[config.mk]
export PLATFORM = sky130hd
export DESIGN_NAME = dsp_pin_function_select
export DESIGN_NICKNAME = d
export VERILOG_FILES = /design/src/include/pinfn_pkg.sv /design/src/rtl/dsp_pin_function_select.sv /design/src/rtl/flag_port.sv /design/src/rtl/irq_sense.sv
export VERILOG_INCLUDE_DIRS = /design/src /design/src/include
export SDC_FILE = /design/constraint.sdc
export NUM_CORES = 1
export LEC_CHECK = 0
export BUFFER_PORTS_ARGS = -buffer_cell sky130_fd_sc_hd__buf_2
export CORE_MARGIN = 8
export CORE_UTILIZATION = 51
export DETAILED_ROUTE_END_ITERATION = 12
export HOLD_SLACK_MARGIN = 0.06
export PLACE_DENSITY = 0.95
export SLEW_MARGIN = 20
export SYNTH_ARGS = -nofsm -noshare
export SYNTH_HDL_FRONTEND = slang
export SYNTH_SLANG_ARGS = --single-unit
[constraint.sdc]
create_clock -name i_ref_clk -period 4.2 [get_ports i_ref_clk]
set_clock_uncertainty 0.2 [all_clocks]
set_input_delay 0.84 -clock i_ref_clk [delete_from_list [all_inputs] [get_ports i_ref_clk]]
set_output_delay 0.84 -clock i_ref_clk [all_outputs]
set_load 0.02 [all_outputs]
[src/include/pinfn_regs.svh]
// offsets, fields, reset values, pin masks
// assumes bare-name include; byte offsets
`ifndef PINFN_REGS_SVH
`define PINFN_REGS_SVH

// register offsets
`define PF_CTRL_OFF 8'h00
`define PF_DIR_OFF 8'h04
`define PF_OUT_OFF 8'h08
`define PF_PIN_OFF 8'h0C
`define PF_MASK_OFF 8'h10
`define PF_PEND_OFF 8'h14
`define PF_MODE_OFF 8'h18
`define PF_BUS_OFF 8'h1C

// control fields
`define PF_CTRL_IRQC_EDGE 0
`define PF_CTRL_SP_ALT 1
`define PF_CTRL_GO 2
`define PF_CTRL_SPA_EDGE 3
`define PF_CTRL_SPB_EDGE 4

// reset values
`define PF_CTRL_RST 5'h00
`define PF_DIR_RST 8'h00
`define PF_OUT_RST 9'h000
`define PF_MASK_RST 6'h00
`define PF_SEL_IDLE 5'h1F

// strap and serial pin positions
`define PF_STRAP_C 2
`define PF_SP_IRQ_A 0
`define PF_SP_IRQ_B 1
`define PF_SP_FLAG_IN 2
`define PF_SP_FLAG_OUT 3
`define PF_SP_CLK 4
`define PF_OUT_SP_FLAG 8

// select strobe bit positions
`define PF_SEL_PROG 0
`define PF_SEL_DATA 1
`define PF_SEL_IO 2
`define PF_SEL_BYTE 3
`define PF_SEL_COMB 4

// pad enables per mode
`define PF_AOE_FULL 14'h3FFF
`define PF_AOE_HOST 14'h0001
`define PF_DOE_ALL 24'hFFFFFF
`define PF_DOE_HOST 24'hFFFF00
`define PF_DOE_PAGE 24'hFF0000

// interrupt vectors, index 0 highest priority
`define PF_VEC_CFG 14'h0004
`define PF_VEC_LVL_B 14'h0008
`define PF_VEC_LVL_A 14'h000C
`define PF_VEC_EDGE 14'h0018
`define PF_VEC_SP_B 14'h0020
`define PF_VEC_SP_A 14'h0024

`endif

[src/include/pinfn_pkg.sv]
// types of the pin function block
// assumes nothing; types only
package pinfn_pkg;

   typedef enum logic [1:0] {
      BUS_OWN = 2'h0,
      BUS_WAIT = 2'h1,
      BUS_GRANTED = 2'h3,
      BUS_RELEASE = 2'h2
   } bus_state_type;

   typedef enum logic [1:0] {
      SPACE_PROG = 2'h0,
      SPACE_DATA = 2'h1,
      SPACE_BYTE = 2'h2,
      SPACE_IO = 2'h3
   } space_type;

   typedef struct packed {
      logic [4:0] ctrl;
      logic [7:0] dir;
      logic [8:0] outv;
      logic [5:0] mask;
      logic [3:0] strap;
      bus_state_type bus;
      logic acc;
      logic done;
      logic refused;
      logic rd_n;
      logic wr_n;
      logic [4:0] sel_n;
      logic [13:0] addr;
      logic [13:0] addr_oe;
      logic [23:0] dout;
      logic [23:0] doe;
      logic [23:0] rdata;
      logic [5:0] irq;
      logic vec_valid;
      logic [2:0] vec_idx;
      logic [13:0] vec_addr;
      logic [31:0] prdata;
      logic [4:0] sp_o;
      logic [4:0] sp_oe;
      logic [4:0] sp_in;
      logic fi;
   } pin_state_type;

endpackage

[src/rtl/dsp_pin_function_select.sv]
// pin function selection: straps, shared flag/irq pins, serial alt, bus
// assumes one 40 MHz clock, sync reset, pads resolved outside from oe
//
// Functional notes
// - external bus mode fixed only during reset
// - serial pin function changeable while running
// - flag and interrupt sensing active together
// - flag 7 interrupt edge or level
// - flags 6 and 5 interrupts level only
// - flag 4 interrupt edge only
// - mode straps sampled only during reset
// - strap pins become flags 0-3 after reset
// - enabled shared interrupt vectors on assertion
// - control bit picks serial or irq/flag use
// - strap C low full memory, high host
// - mode gates host port or byte transfers
// - full mode drives 14-bit shared address
// - byte access puts page on top data bits
// - bus request answered by grant and held
// - core halts while granted unless go mode
// - host mode keeps address bit 0, selects
`timescale 1ns/1ps
`default_nettype none
`include "pinfn_regs.svh"

module dsp_pin_function_select (
   input wire logic i_ref_clk,
   input wire logic i_rst,
   input wire logic i_psel,
   input wire logic i_penable,
   input wire logic i_pwrite,
   input wire logic [7:0] i_paddr,
   input wire logic [31:0] i_pwdata,
   output logic [31:0] o_prdata,
   output logic o_pready,
   output logic o_pslverr,
   input wire logic [7:0] i_prog_flag_i,
   output logic [7:0] o_prog_flag_o,
   output logic [7:0] o_prog_flag_oe,
   input wire logic [4:0] i_serial_pin_i,
   output logic [4:0] o_serial_pin_o,
   output logic [4:0] o_serial_pin_oe,
   input wire logic [4:0] i_sport_o,
   input wire logic [4:0] i_sport_oe,
   output logic [4:0] o_sport_i,
   output logic [5:0] o_irq_request,
   output logic o_vector_valid,
   output logic [13:0] o_vector_addr,
   input wire logic i_vector_ack,
   output logic [3:0] o_mode_strap,
   output logic o_host_mode,
   output logic o_host_memory_port_en,
   output logic o_byte_memory_transfer_en,
   input wire logic i_bus_request_n,
   output logic o_bus_grant_n,
   output logic o_bus_grant_held_n,
   output logic o_core_halt,
   input wire logic i_mem_req,
   input wire logic i_mem_write,
   input wire logic [1:0] i_mem_space,
   input wire logic [13:0] i_mem_addr,
   input wire logic [7:0] i_mem_byte_page,
   input wire logic [23:0] i_mem_wdata,
   output logic o_mem_done,
   output logic o_mem_refused,
   output logic [23:0] o_mem_rdata,
   output logic [13:0] o_ext_address_out,
   output logic [13:0] o_ext_address_oe,
   input wire logic [23:0] i_ext_data_bus_i,
   output logic [23:0] o_ext_data_bus_o,
   output logic [23:0] o_ext_data_bus_oe,
   output logic o_program_space_select_n,
   output logic o_data_space_select_n,
   output logic o_io_space_select_n,
   output logic o_byte_space_select_n,
   output logic o_combined_space_select_n,
   output logic o_mem_read_n,
   output logic o_mem_write_n
);

   ////////////////////////////////////////

   pinfn_pkg::pin_state_type st_q;
   pinfn_pkg::pin_state_type st_d;
   pinfn_pkg::space_type space;

   logic [7:0] level;
   logic [5:0] irq_pin_n;
   logic [5:0] irq_edge;
   logic [5:0] irq_clr;
   logic [5:0] raw_req;
   logic [5:0] alt_gate;
   logic [5:0] pend;
   logic [5:0] pend_clr;
   logic [5:0] ack_clr;
   logic [31:0] rd_word;
   logic [2:0] pick;
   logic reg_hit;
   logic apb_wr;
   logic alt;
   logic host;
   logic take;

   assign space = pinfn_pkg::space_type'(i_mem_space);
   assign alt = st_q.ctrl[`PF_CTRL_SP_ALT];
   assign host = st_q.strap[`PF_STRAP_C];
   assign apb_wr = i_psel & i_penable & i_pwrite;

   ////////////////////////////////////////
   // flags 0-3 carry the straps in reset, then serve as flags

   flag_port #(
      .WIDTH(8)
   ) u_flags (
      .i_ref_clk(i_ref_clk),
      .i_rst(i_rst),
      .i_dir(st_q.dir),
      .i_val(st_q.outv[7:0]),
      .i_pin_i(i_prog_flag_i),
      .o_pin_o(o_prog_flag_o),
      .o_pin_oe(o_prog_flag_oe),
      .o_level(level)
   );

   ////////////////////////////////////////
   // sensing reads the pad, so a flag we drive raises its own irq

   assign irq_pin_n = {i_serial_pin_i[`PF_SP_IRQ_A],
                       i_serial_pin_i[`PF_SP_IRQ_B],
                       i_prog_flag_i[4],
                       i_prog_flag_i[5],
                       i_prog_flag_i[6],
                       i_prog_flag_i[7]};
   assign irq_edge = {st_q.ctrl[`PF_CTRL_SPA_EDGE],
                      st_q.ctrl[`PF_CTRL_SPB_EDGE],
                      1'b1,
                      1'b0,
                      1'b0,
                      st_q.ctrl[`PF_CTRL_IRQC_EDGE]};
   assign alt_gate = {alt, alt, 4'hF};
   assign pend_clr = (apb_wr && i_paddr == `PF_PEND_OFF) ? i_pwdata[5:0] : 6'h00;
   assign ack_clr = (i_vector_ack && st_q.vec_valid) ? (6'h01 << st_q.vec_idx) : 6'h00;
   assign irq_clr = pend_clr | ack_clr;

   genvar gi;
   generate
      for (gi = 0; gi < 6; gi++) begin : g_irq
         irq_sense u_sense (
            .i_ref_clk(i_ref_clk),
            .i_rst(i_rst),
            .i_pin_n(irq_pin_n[gi]),
            .i_edge_mode(irq_edge[gi]),
            .i_clear(irq_clr[gi]),
            .o_request(raw_req[gi])
         );
      end
   endgenerate

   ////////////////////////////////////////

   assign take = i_mem_req && !st_q.acc && !st_q.done && i_bus_request_n
                 && st_q.bus == pinfn_pkg::BUS_OWN;

   always_comb begin
      st_d = st_q;
      rd_word = 32'h0;
      reg_hit = 1'b1;
      pend = raw_req & alt_gate & st_q.mask;
      pick = 3'h0;

      // register reads
      case (i_paddr)
         `PF_CTRL_OFF: rd_word = {27'h0, st_q.ctrl};
         `PF_DIR_OFF: rd_word = {24'h0, st_q.dir};
         `PF_OUT_OFF: rd_word = {23'h0, st_q.outv};
         `PF_PIN_OFF: rd_word = {23'h0, st_q.fi, level};
         `PF_MASK_OFF: rd_word = {26'h0, st_q.mask};
         `PF_PEND_OFF: rd_word = {26'h0, st_q.irq};
         `PF_MODE_OFF: rd_word = {27'h0, host, st_q.strap};
         `PF_BUS_OFF: rd_word = {29'h0, o_core_halt,
                                 !o_bus_grant_held_n, !o_bus_grant_n};
         default: reg_hit = 1'b0;
      endcase
      if (i_psel && !i_penable) begin
         st_d.prdata = rd_word;
      end

      // register writes; mode and status are read only
      if (apb_wr) begin
         case (i_paddr)
            `PF_CTRL_OFF: st_d.ctrl = i_pwdata[4:0];
            `PF_DIR_OFF: st_d.dir = i_pwdata[7:0];
            `PF_OUT_OFF: st_d.outv = i_pwdata[8:0];
            `PF_MASK_OFF: st_d.mask = i_pwdata[5:0];
            default: st_d.mask = st_q.mask;
         endcase
      end

      // priority pick, index 0 highest
      for (int i = 5; i >= 0; i--) begin
         if (pend[i]) begin
            pick = 3'(i);
         end
      end
      st_d.irq = raw_req & alt_gate;
      // hide the acked vector for the cycle its latch clears
      st_d.vec_valid = (|pend) && !(i_vector_ack && st_q.vec_valid);
      st_d.vec_idx = pick;
      case (pick)
         3'h0: st_d.vec_addr = `PF_VEC_CFG;
         3'h1: st_d.vec_addr = `PF_VEC_LVL_B;
         3'h2: st_d.vec_addr = `PF_VEC_LVL_A;
         3'h3: st_d.vec_addr = `PF_VEC_EDGE;
         3'h4: st_d.vec_addr = `PF_VEC_SP_B;
         3'h5: st_d.vec_addr = `PF_VEC_SP_A;
         default: st_d.vec_addr = `PF_VEC_CFG;
      endcase

      // serial pins: clock stays serial in the alternate use
      st_d.fi = alt & i_serial_pin_i[`PF_SP_FLAG_IN];
      if (alt) begin
         st_d.sp_o = 5'h00;
         st_d.sp_oe = 5'h00;
         st_d.sp_o[`PF_SP_FLAG_OUT] = st_q.outv[`PF_OUT_SP_FLAG];
         st_d.sp_oe[`PF_SP_FLAG_OUT] = 1'b1;
         st_d.sp_o[`PF_SP_CLK] = i_sport_o[`PF_SP_CLK];
         st_d.sp_oe[`PF_SP_CLK] = i_sport_oe[`PF_SP_CLK];
         st_d.sp_in = 5'h00;
         st_d.sp_in[`PF_SP_CLK] = i_serial_pin_i[`PF_SP_CLK];
      end else begin
         st_d.sp_o = i_sport_o;
         st_d.sp_oe = i_sport_oe;
         st_d.sp_in = i_serial_pin_i;
      end

      // bus arbitration
      case (st_q.bus)
         pinfn_pkg::BUS_OWN: begin
            if (!i_bus_request_n) begin
               st_d.bus = st_q.acc ? pinfn_pkg::BUS_WAIT : pinfn_pkg::BUS_GRANTED;
            end
         end
         pinfn_pkg::BUS_WAIT: begin
            if (i_bus_request_n) begin
               st_d.bus = pinfn_pkg::BUS_OWN;
            end else if (!st_q.acc) begin
               st_d.bus = pinfn_pkg::BUS_GRANTED;
            end
         end
         pinfn_pkg::BUS_GRANTED: begin
            if (i_bus_request_n) begin
               st_d.bus = pinfn_pkg::BUS_RELEASE;
            end
         end
         pinfn_pkg::BUS_RELEASE: begin
            st_d.bus = pinfn_pkg::BUS_OWN;
         end
         default: begin
            st_d.bus = pinfn_pkg::BUS_OWN;
         end
      endcase

      // external access: one strobe cycle, then a done pulse
      st_d.done = 1'b0;
      st_d.refused = 1'b0;
      if (st_q.acc) begin
         st_d.acc = 1'b0;
         st_d.done = 1'b1;
         st_d.rdata = host ? {i_ext_data_bus_i[23:8], 8'h00} : i_ext_data_bus_i;
         st_d.sel_n = `PF_SEL_IDLE;
         st_d.rd_n = 1'b1;
         st_d.wr_n = 1'b1;
         st_d.doe = 24'h000000;
      end else if (take) begin
         if (host && space == pinfn_pkg::SPACE_BYTE) begin
            // no byte space behind the host port
            st_d.done = 1'b1;
            st_d.refused = 1'b1;
         end else begin
            st_d.acc = 1'b1;
            st_d.rd_n = i_mem_write;
            st_d.wr_n = !i_mem_write;
            st_d.addr = host ? {13'h0000, i_mem_addr[0]} : i_mem_addr;
            case (space)
               pinfn_pkg::SPACE_PROG: begin
                  st_d.sel_n[`PF_SEL_PROG] = 1'b0;
                  st_d.sel_n[`PF_SEL_COMB] = 1'b0;
               end
               pinfn_pkg::SPACE_DATA: begin
                  st_d.sel_n[`PF_SEL_DATA] = 1'b0;
                  st_d.sel_n[`PF_SEL_COMB] = 1'b0;
               end
               pinfn_pkg::SPACE_IO: st_d.sel_n[`PF_SEL_IO] = 1'b0;
               default: st_d.sel_n[`PF_SEL_BYTE] = 1'b0;
            endcase
            if (space == pinfn_pkg::SPACE_BYTE) begin
               st_d.dout = {i_mem_byte_page, i_mem_wdata[15:0]};
               st_d.doe = i_mem_write ? `PF_DOE_ALL : `PF_DOE_PAGE;
            end else begin
               st_d.dout = i_mem_wdata;
               if (!i_mem_write) begin
                  st_d.doe = 24'h000000;
               end else begin
                  st_d.doe = host ? `PF_DOE_HOST : `PF_DOE_ALL;
               end
            end
         end
      end

      // address pads follow the mode while we own the bus
      if (st_d.bus == pinfn_pkg::BUS_OWN || st_d.bus == pinfn_pkg::BUS_WAIT) begin
         st_d.addr_oe = host ? `PF_AOE_HOST : `PF_AOE_FULL;
      end else begin
         st_d.addr_oe = 14'h0000;
         st_d.doe = 24'h000000;
      end

      // sync reset; straps caught on every clock edge while reset is high
      if (i_rst) begin
         st_d = '0;
         st_d.ctrl = `PF_CTRL_RST;
         st_d.dir = `PF_DIR_RST;
         st_d.outv = `PF_OUT_RST;
         st_d.mask = `PF_MASK_RST;
         st_d.bus = pinfn_pkg::BUS_OWN;
         st_d.sel_n = `PF_SEL_IDLE;
         st_d.rd_n = 1'b1;
         st_d.wr_n = 1'b1;
         st_d.strap = i_prog_flag_i[3:0];
      end
   end

   always_ff @(posedge i_ref_clk) begin
      st_q <= st_d;
   end

   ////////////////////////////////////////

   assign o_prdata = st_q.prdata;
   assign o_pready = 1'b1;
   assign o_pslverr = i_psel & i_penable & !reg_hit;

   assign o_serial_pin_o = st_q.sp_o;
   assign o_serial_pin_oe = st_q.sp_oe;
   assign o_sport_i = st_q.sp_in;

   assign o_irq_request = st_q.irq & st_q.mask;
   assign o_vector_valid = st_q.vec_valid;
   assign o_vector_addr = st_q.vec_addr;

   assign o_mode_strap = st_q.strap;
   assign o_host_mode = host;
   assign o_host_memory_port_en = host;
   assign o_byte_memory_transfer_en = !host;

   assign o_bus_grant_n = st_q.bus != pinfn_pkg::BUS_GRANTED;
   assign o_bus_grant_held_n = st_q.bus != pinfn_pkg::BUS_WAIT;
   // go mode keeps running from on-chip memory only
   assign o_core_halt = (st_q.bus == pinfn_pkg::BUS_GRANTED)
                        && !st_q.ctrl[`PF_CTRL_GO];

   assign o_mem_done = st_q.done;
   assign o_mem_refused = st_q.refused;
   assign o_mem_rdata = st_q.rdata;
   assign o_ext_address_out = st_q.addr;
   assign o_ext_address_oe = st_q.addr_oe;
   assign o_ext_data_bus_o = st_q.dout;
   assign o_ext_data_bus_oe = st_q.doe;
   assign o_program_space_select_n = st_q.sel_n[`PF_SEL_PROG];
   assign o_data_space_select_n = st_q.sel_n[`PF_SEL_DATA];
   assign o_io_space_select_n = st_q.sel_n[`PF_SEL_IO];
   assign o_byte_space_select_n = st_q.sel_n[`PF_SEL_BYTE];
   assign o_combined_space_select_n = st_q.sel_n[`PF_SEL_COMB];
   assign o_mem_read_n = st_q.rd_n;
   assign o_mem_write_n = st_q.wr_n;

endmodule

`default_nettype wire

[src/rtl/flag_port.sv]
// programmable flag pads: direction, drive value, sampled level
// assumes pad resolution outside; oe high while driving
`timescale 1ns/1ps
`default_nettype none

module flag_port #(
   parameter int WIDTH = 8
) (
   input wire logic i_ref_clk,
   input wire logic i_rst,
   input wire logic [WIDTH-1:0] i_dir,
   input wire logic [WIDTH-1:0] i_val,
   input wire logic [WIDTH-1:0] i_pin_i,
   output logic [WIDTH-1:0] o_pin_o,
   output logic [WIDTH-1:0] o_pin_oe,
   output logic [WIDTH-1:0] o_level
);

   typedef struct packed {
      logic [WIDTH-1:0] drv;
      logic [WIDTH-1:0] oe;
      logic [WIDTH-1:0] level;
   } port_type;

   port_type st_q;
   port_type st_d;

   always_comb begin
      st_d.drv = i_val & i_dir;
      st_d.oe = i_dir;
      st_d.level = i_pin_i;
      // pads float in reset so strap levels reach the sampler
      if (i_rst) begin
         st_d.drv = '0;
         st_d.oe = '0;
      end
   end

   always_ff @(posedge i_ref_clk) begin
      st_q <= st_d;
   end

   assign o_pin_o = st_q.drv;
   assign o_pin_oe = st_q.oe;
   assign o_level = st_q.level;

endmodule

`default_nettype wire

[src/rtl/irq_sense.sv]
// one active-low interrupt input, edge latch or plain level
// assumes pad level synchronous
`timescale 1ns/1ps
`default_nettype none

module irq_sense (
   input wire logic i_ref_clk,
   input wire logic i_rst,
   input wire logic i_pin_n,
   input wire logic i_edge_mode,
   input wire logic i_clear,
   output logic o_request
);

   typedef struct packed {
      logic prev_n;
      logic latch;
   } sense_type;

   sense_type st_q;
   sense_type st_d;

   always_comb begin
      st_d = st_q;
      st_d.prev_n = i_pin_n;
      if (i_clear) begin
         st_d.latch = 1'b0;
      end
      // a falling edge in the clear cycle is kept
      if (st_q.prev_n && !i_pin_n) begin
         st_d.latch = 1'b1;
      end
      if (i_rst) begin
         st_d.prev_n = 1'b1;
         st_d.latch = 1'b0;
      end
   end

   always_ff @(posedge i_ref_clk) begin
      st_q <= st_d;
   end

   assign o_request = i_edge_mode ? st_q.latch : !i_pin_n;

endmodule

`default_nettype wire

==> flow_metrics.env <==
export IMPL_tightest_slew_ps=703
export IMPL_grt_pass1_vias=6016
export IMPL_p_leak_nw=4.25
export IMPL_clock_tree_buffer_depth=2
export IMPL_ant_nets=0
export IMPL_synth_common_cells="dfxtp_1 (178), buf_4 (167), nor2_1 (99)"
export IMPL_drc_errors=0
export IMPL_num_vias=5946
export IMPL_grtUsageTotal=0.198
export IMPL_yosysMostFrequentCell="dfxtp_1"
export IMPL_status="complete, no violations"
export IMPL_fmaxAchievable_ghz=0.319
export IMPL_cts_resized=0
export IMPL_port_buffers=291
export IMPL_wl_per_cell_um=17.2
export IMPL_firstDrtPassIters=5
export IMPL_initial_core_util=0.520
export IMPL_dp_final_hpwl_um=15500
export IMPL_fillers=1274
export IMPL_synth_cell_types=49
export IMPL_post_route_period_util=0.746
export IMPL_endpoint_kind="output port"
export IMPL_grt_overflow_total=0
export IMPL_setup_viol=0
export IMPL_async_flop_share=0
export IMPL_gp_congestion=0.836
export IMPL_critPathLaunchType="input port"
export IMPL_finalHoldViolations=0
export IMPL_syn_avg_cell_area_um2=9.40
export IMPL_num_rows=45
export IMPL_ctsHoldBuffers=0
export IMPL_cap_violations=0
export IMPL_fin_crit_ps=3130
export IMPL_grt_pass1_wl_um=31000
export IMPL_yosys_warnings=0
export IMPL_setup_ws_ps=1070
export IMPL_netlist_area_leader_share=0.452
export IMPL_die_h_um=140
export IMPL_cts_made_buffers=17
export IMPL_hp_class="register to register"
export IMPL_ys_seq_elements=182
export IMPL_fin_tns_setup_ps=0
export IMPL_synthFlopType="dfxtp_1"
export IMPL_cts_setup_buffers=0
export IMPL_drive_gt1_frac=0.352
export IMPL_slew_violations=0
export IMPL_grt_max_degree=53
export IMPL_cp_max_fo=6
export IMPL_ys_seq_area_frac=0.467
export IMPL_root_buffer="clkbuf_16"
export IMPL_core_area_um2=15100
export IMPL_yosysTopAreaCell="dfxtp_1"
export IMPL_dieWidth_um=140
export IMPL_required_ps=3160
export IMPL_insertion_delay_ps=420
export IMPL_relSlewSlack=0.531
export IMPL_grt_setup_unrepaired="no"
export IMPL_p_per_area_nw_per_um2=421
export IMPL_arrival_ps=2090
export IMPL_critPathKind="input port to output port"
export IMPL_routed_wl_um=20300
export IMPL_initialDrtViolationCount=351
export IMPL_synth_edff_count=4
export IMPL_fin_nets=1123
export IMPL_ir_drop_mv=0.327
export IMPL_clkSlewWorstSetupHoldPaths_ps=60
export IMPL_final_core_util=0.587
export IMPL_synth_area_leaders="dfxtp_1 (45%), buf_4 (16%), mux2i_1 (7.7%), nor2_1 (4.7%), nand2_1 (3.1%)"
export IMPL_viasPerCell=5.03
export IMPL_netlist_instances=838
export IMPL_cts_tree="built"
export IMPL_place_ws_ps=1100
export IMPL_syn_area_um2=7880
export IMPL_dieArea_um2=19700
export IMPL_num_io_pins=349
export IMPL_syn2layout_area_growth_pct=12.9
export IMPL_grt_antenna_before_repair=3
export IMPL_cts_sinks=182
export IMPL_htreeDepth=4
power breakdown:
group | leakage [nW] | switching (mW) | internal, mW
Sequential | 1.49 | 0.0291 | 1.78
Combinational | 2.48 | 0.246 | 0.136
Clock | 0.283 | 0.688 | 0.860
worst max-delay path: stages:
cell and delay (ps):
buf_2 100, or3_4 390, or2_0 340, and3_1 250, buf_2 160
stage by stage:
stage / hold WS [ps] / area (um^2) / power (mW) / instances
6_report: 253 / 8900 / 3.74 / 1181
5_1_grt: 273 / 8900 / 3.88 / 1181
4_1_cts: 253 / 8890 / 3.77 / 1180
3_5_place_dp: 235 / 8320 / 2.23 / 1148
3_3_place_gp: 226 / 8320 / 2.22 / 1148
2_1_floorplan: 220 / 8000 / 2.16 / 870
cells in the final DEF, fill, tap and decap left out, drive strengths merged, types with 3 or more instances in the layout:
cell    synthesis  layout
buf           183     298
dfxtp         178     178
nor2          100     100
nand2          66      66
mux2i          61      61
a21oi          37      37
conb            2      34
nor2b          33      33
and2           22      22
clkbuf         25      20
a22oi          17      17
inv            11      16
nor3           15      15
o21ai          12      12
a211oi          9       9
mux4            7       7
nand2b          6       6
nand3           5       5
clkinv          0       5
mux2            4       4
nor4            4       4
o31ai           4       4
edfxtp          4       4
and3            3       3
nor3b           3       3
or2             3       3
registers in the layout (all words and copies together), names as in the netlist, 2 cells and up:
name / cells
o_mode_strap: 4
o_ext_address_oe: 2
u_flags.o_pin_oe: 8
u_flags.o_pin_o: 8
o_ext_data_bus_oe: 3
o_ext_data_bus_o: 24
u_flags.o_level: 8
o_ext_address_out: 14
irq_edge: 3
st_q: 37
g_irq.u_sense.st_q: 8
o_sport_i: 5
o_mem_rdata: 24
o_vector_addr: 4
o_prdata: 9
o_serial_pin_o: 5
o_serial_pin_oe: 5
path summary, 6_finish.rpt:
check                                          start               endpoint  slack (ps)  depth (start not counted)
worst max register to register             st_q[181]  o_ext_address_out[10]        1920                          5
worst min-delay path            o_ext_data_bus_o[14]   o_ext_data_bus_o[14]         250                          2
worst max-delay path                      i_paddr[5]              o_pslverr        1070                          5
worst min register to register  o_ext_data_bus_o[14]   o_ext_data_bus_o[14]         250                          2
routing by layer:
| metal | vias up | share of wire | GRT usage | wire length (um) |
|---|---|---|---|---|
| li1 | 2852 | - | - | - |
| met1 | 2798 | 0.39 | 0.214 | 7840 |
| met2 | 256 | 0.50 | 0.340 | 10200 |
| met3 | 36 | 0.085 | 0.0720 | 1730 |
| met4 | 4 | 0.024 | 0.0886 | 485 |
| met5 | - | 0.0013 | 0 | 27 |
layout make-up:
class,instances,area (um^2),share of cell area
Sequential cell,182,3680,0.414
Multi-Input combinational cell,469,2850,0.320
Timing Repair Buffer,298,1510,0.170
Clock buffer,20,457,0.0513
Tap cell,188,235,0.0264
Clock inverter,12,116,0.0131
Inverter,11,41.3,0.00464
Antenna cell,1,2.50,0.000281
cell families after synthesis:
kind of cell,count (synthesis),share of synthesized area
AO/OA/AOI/OAI,94,0.0792
multiplexers,72,0.103
other,2,0.000953
AND/OR/NAND/NOR,269,0.163
buffers and inverters,219,0.186
flip-flops,182,0.467
No activity file was read; power rests on OpenSTA's default activity.
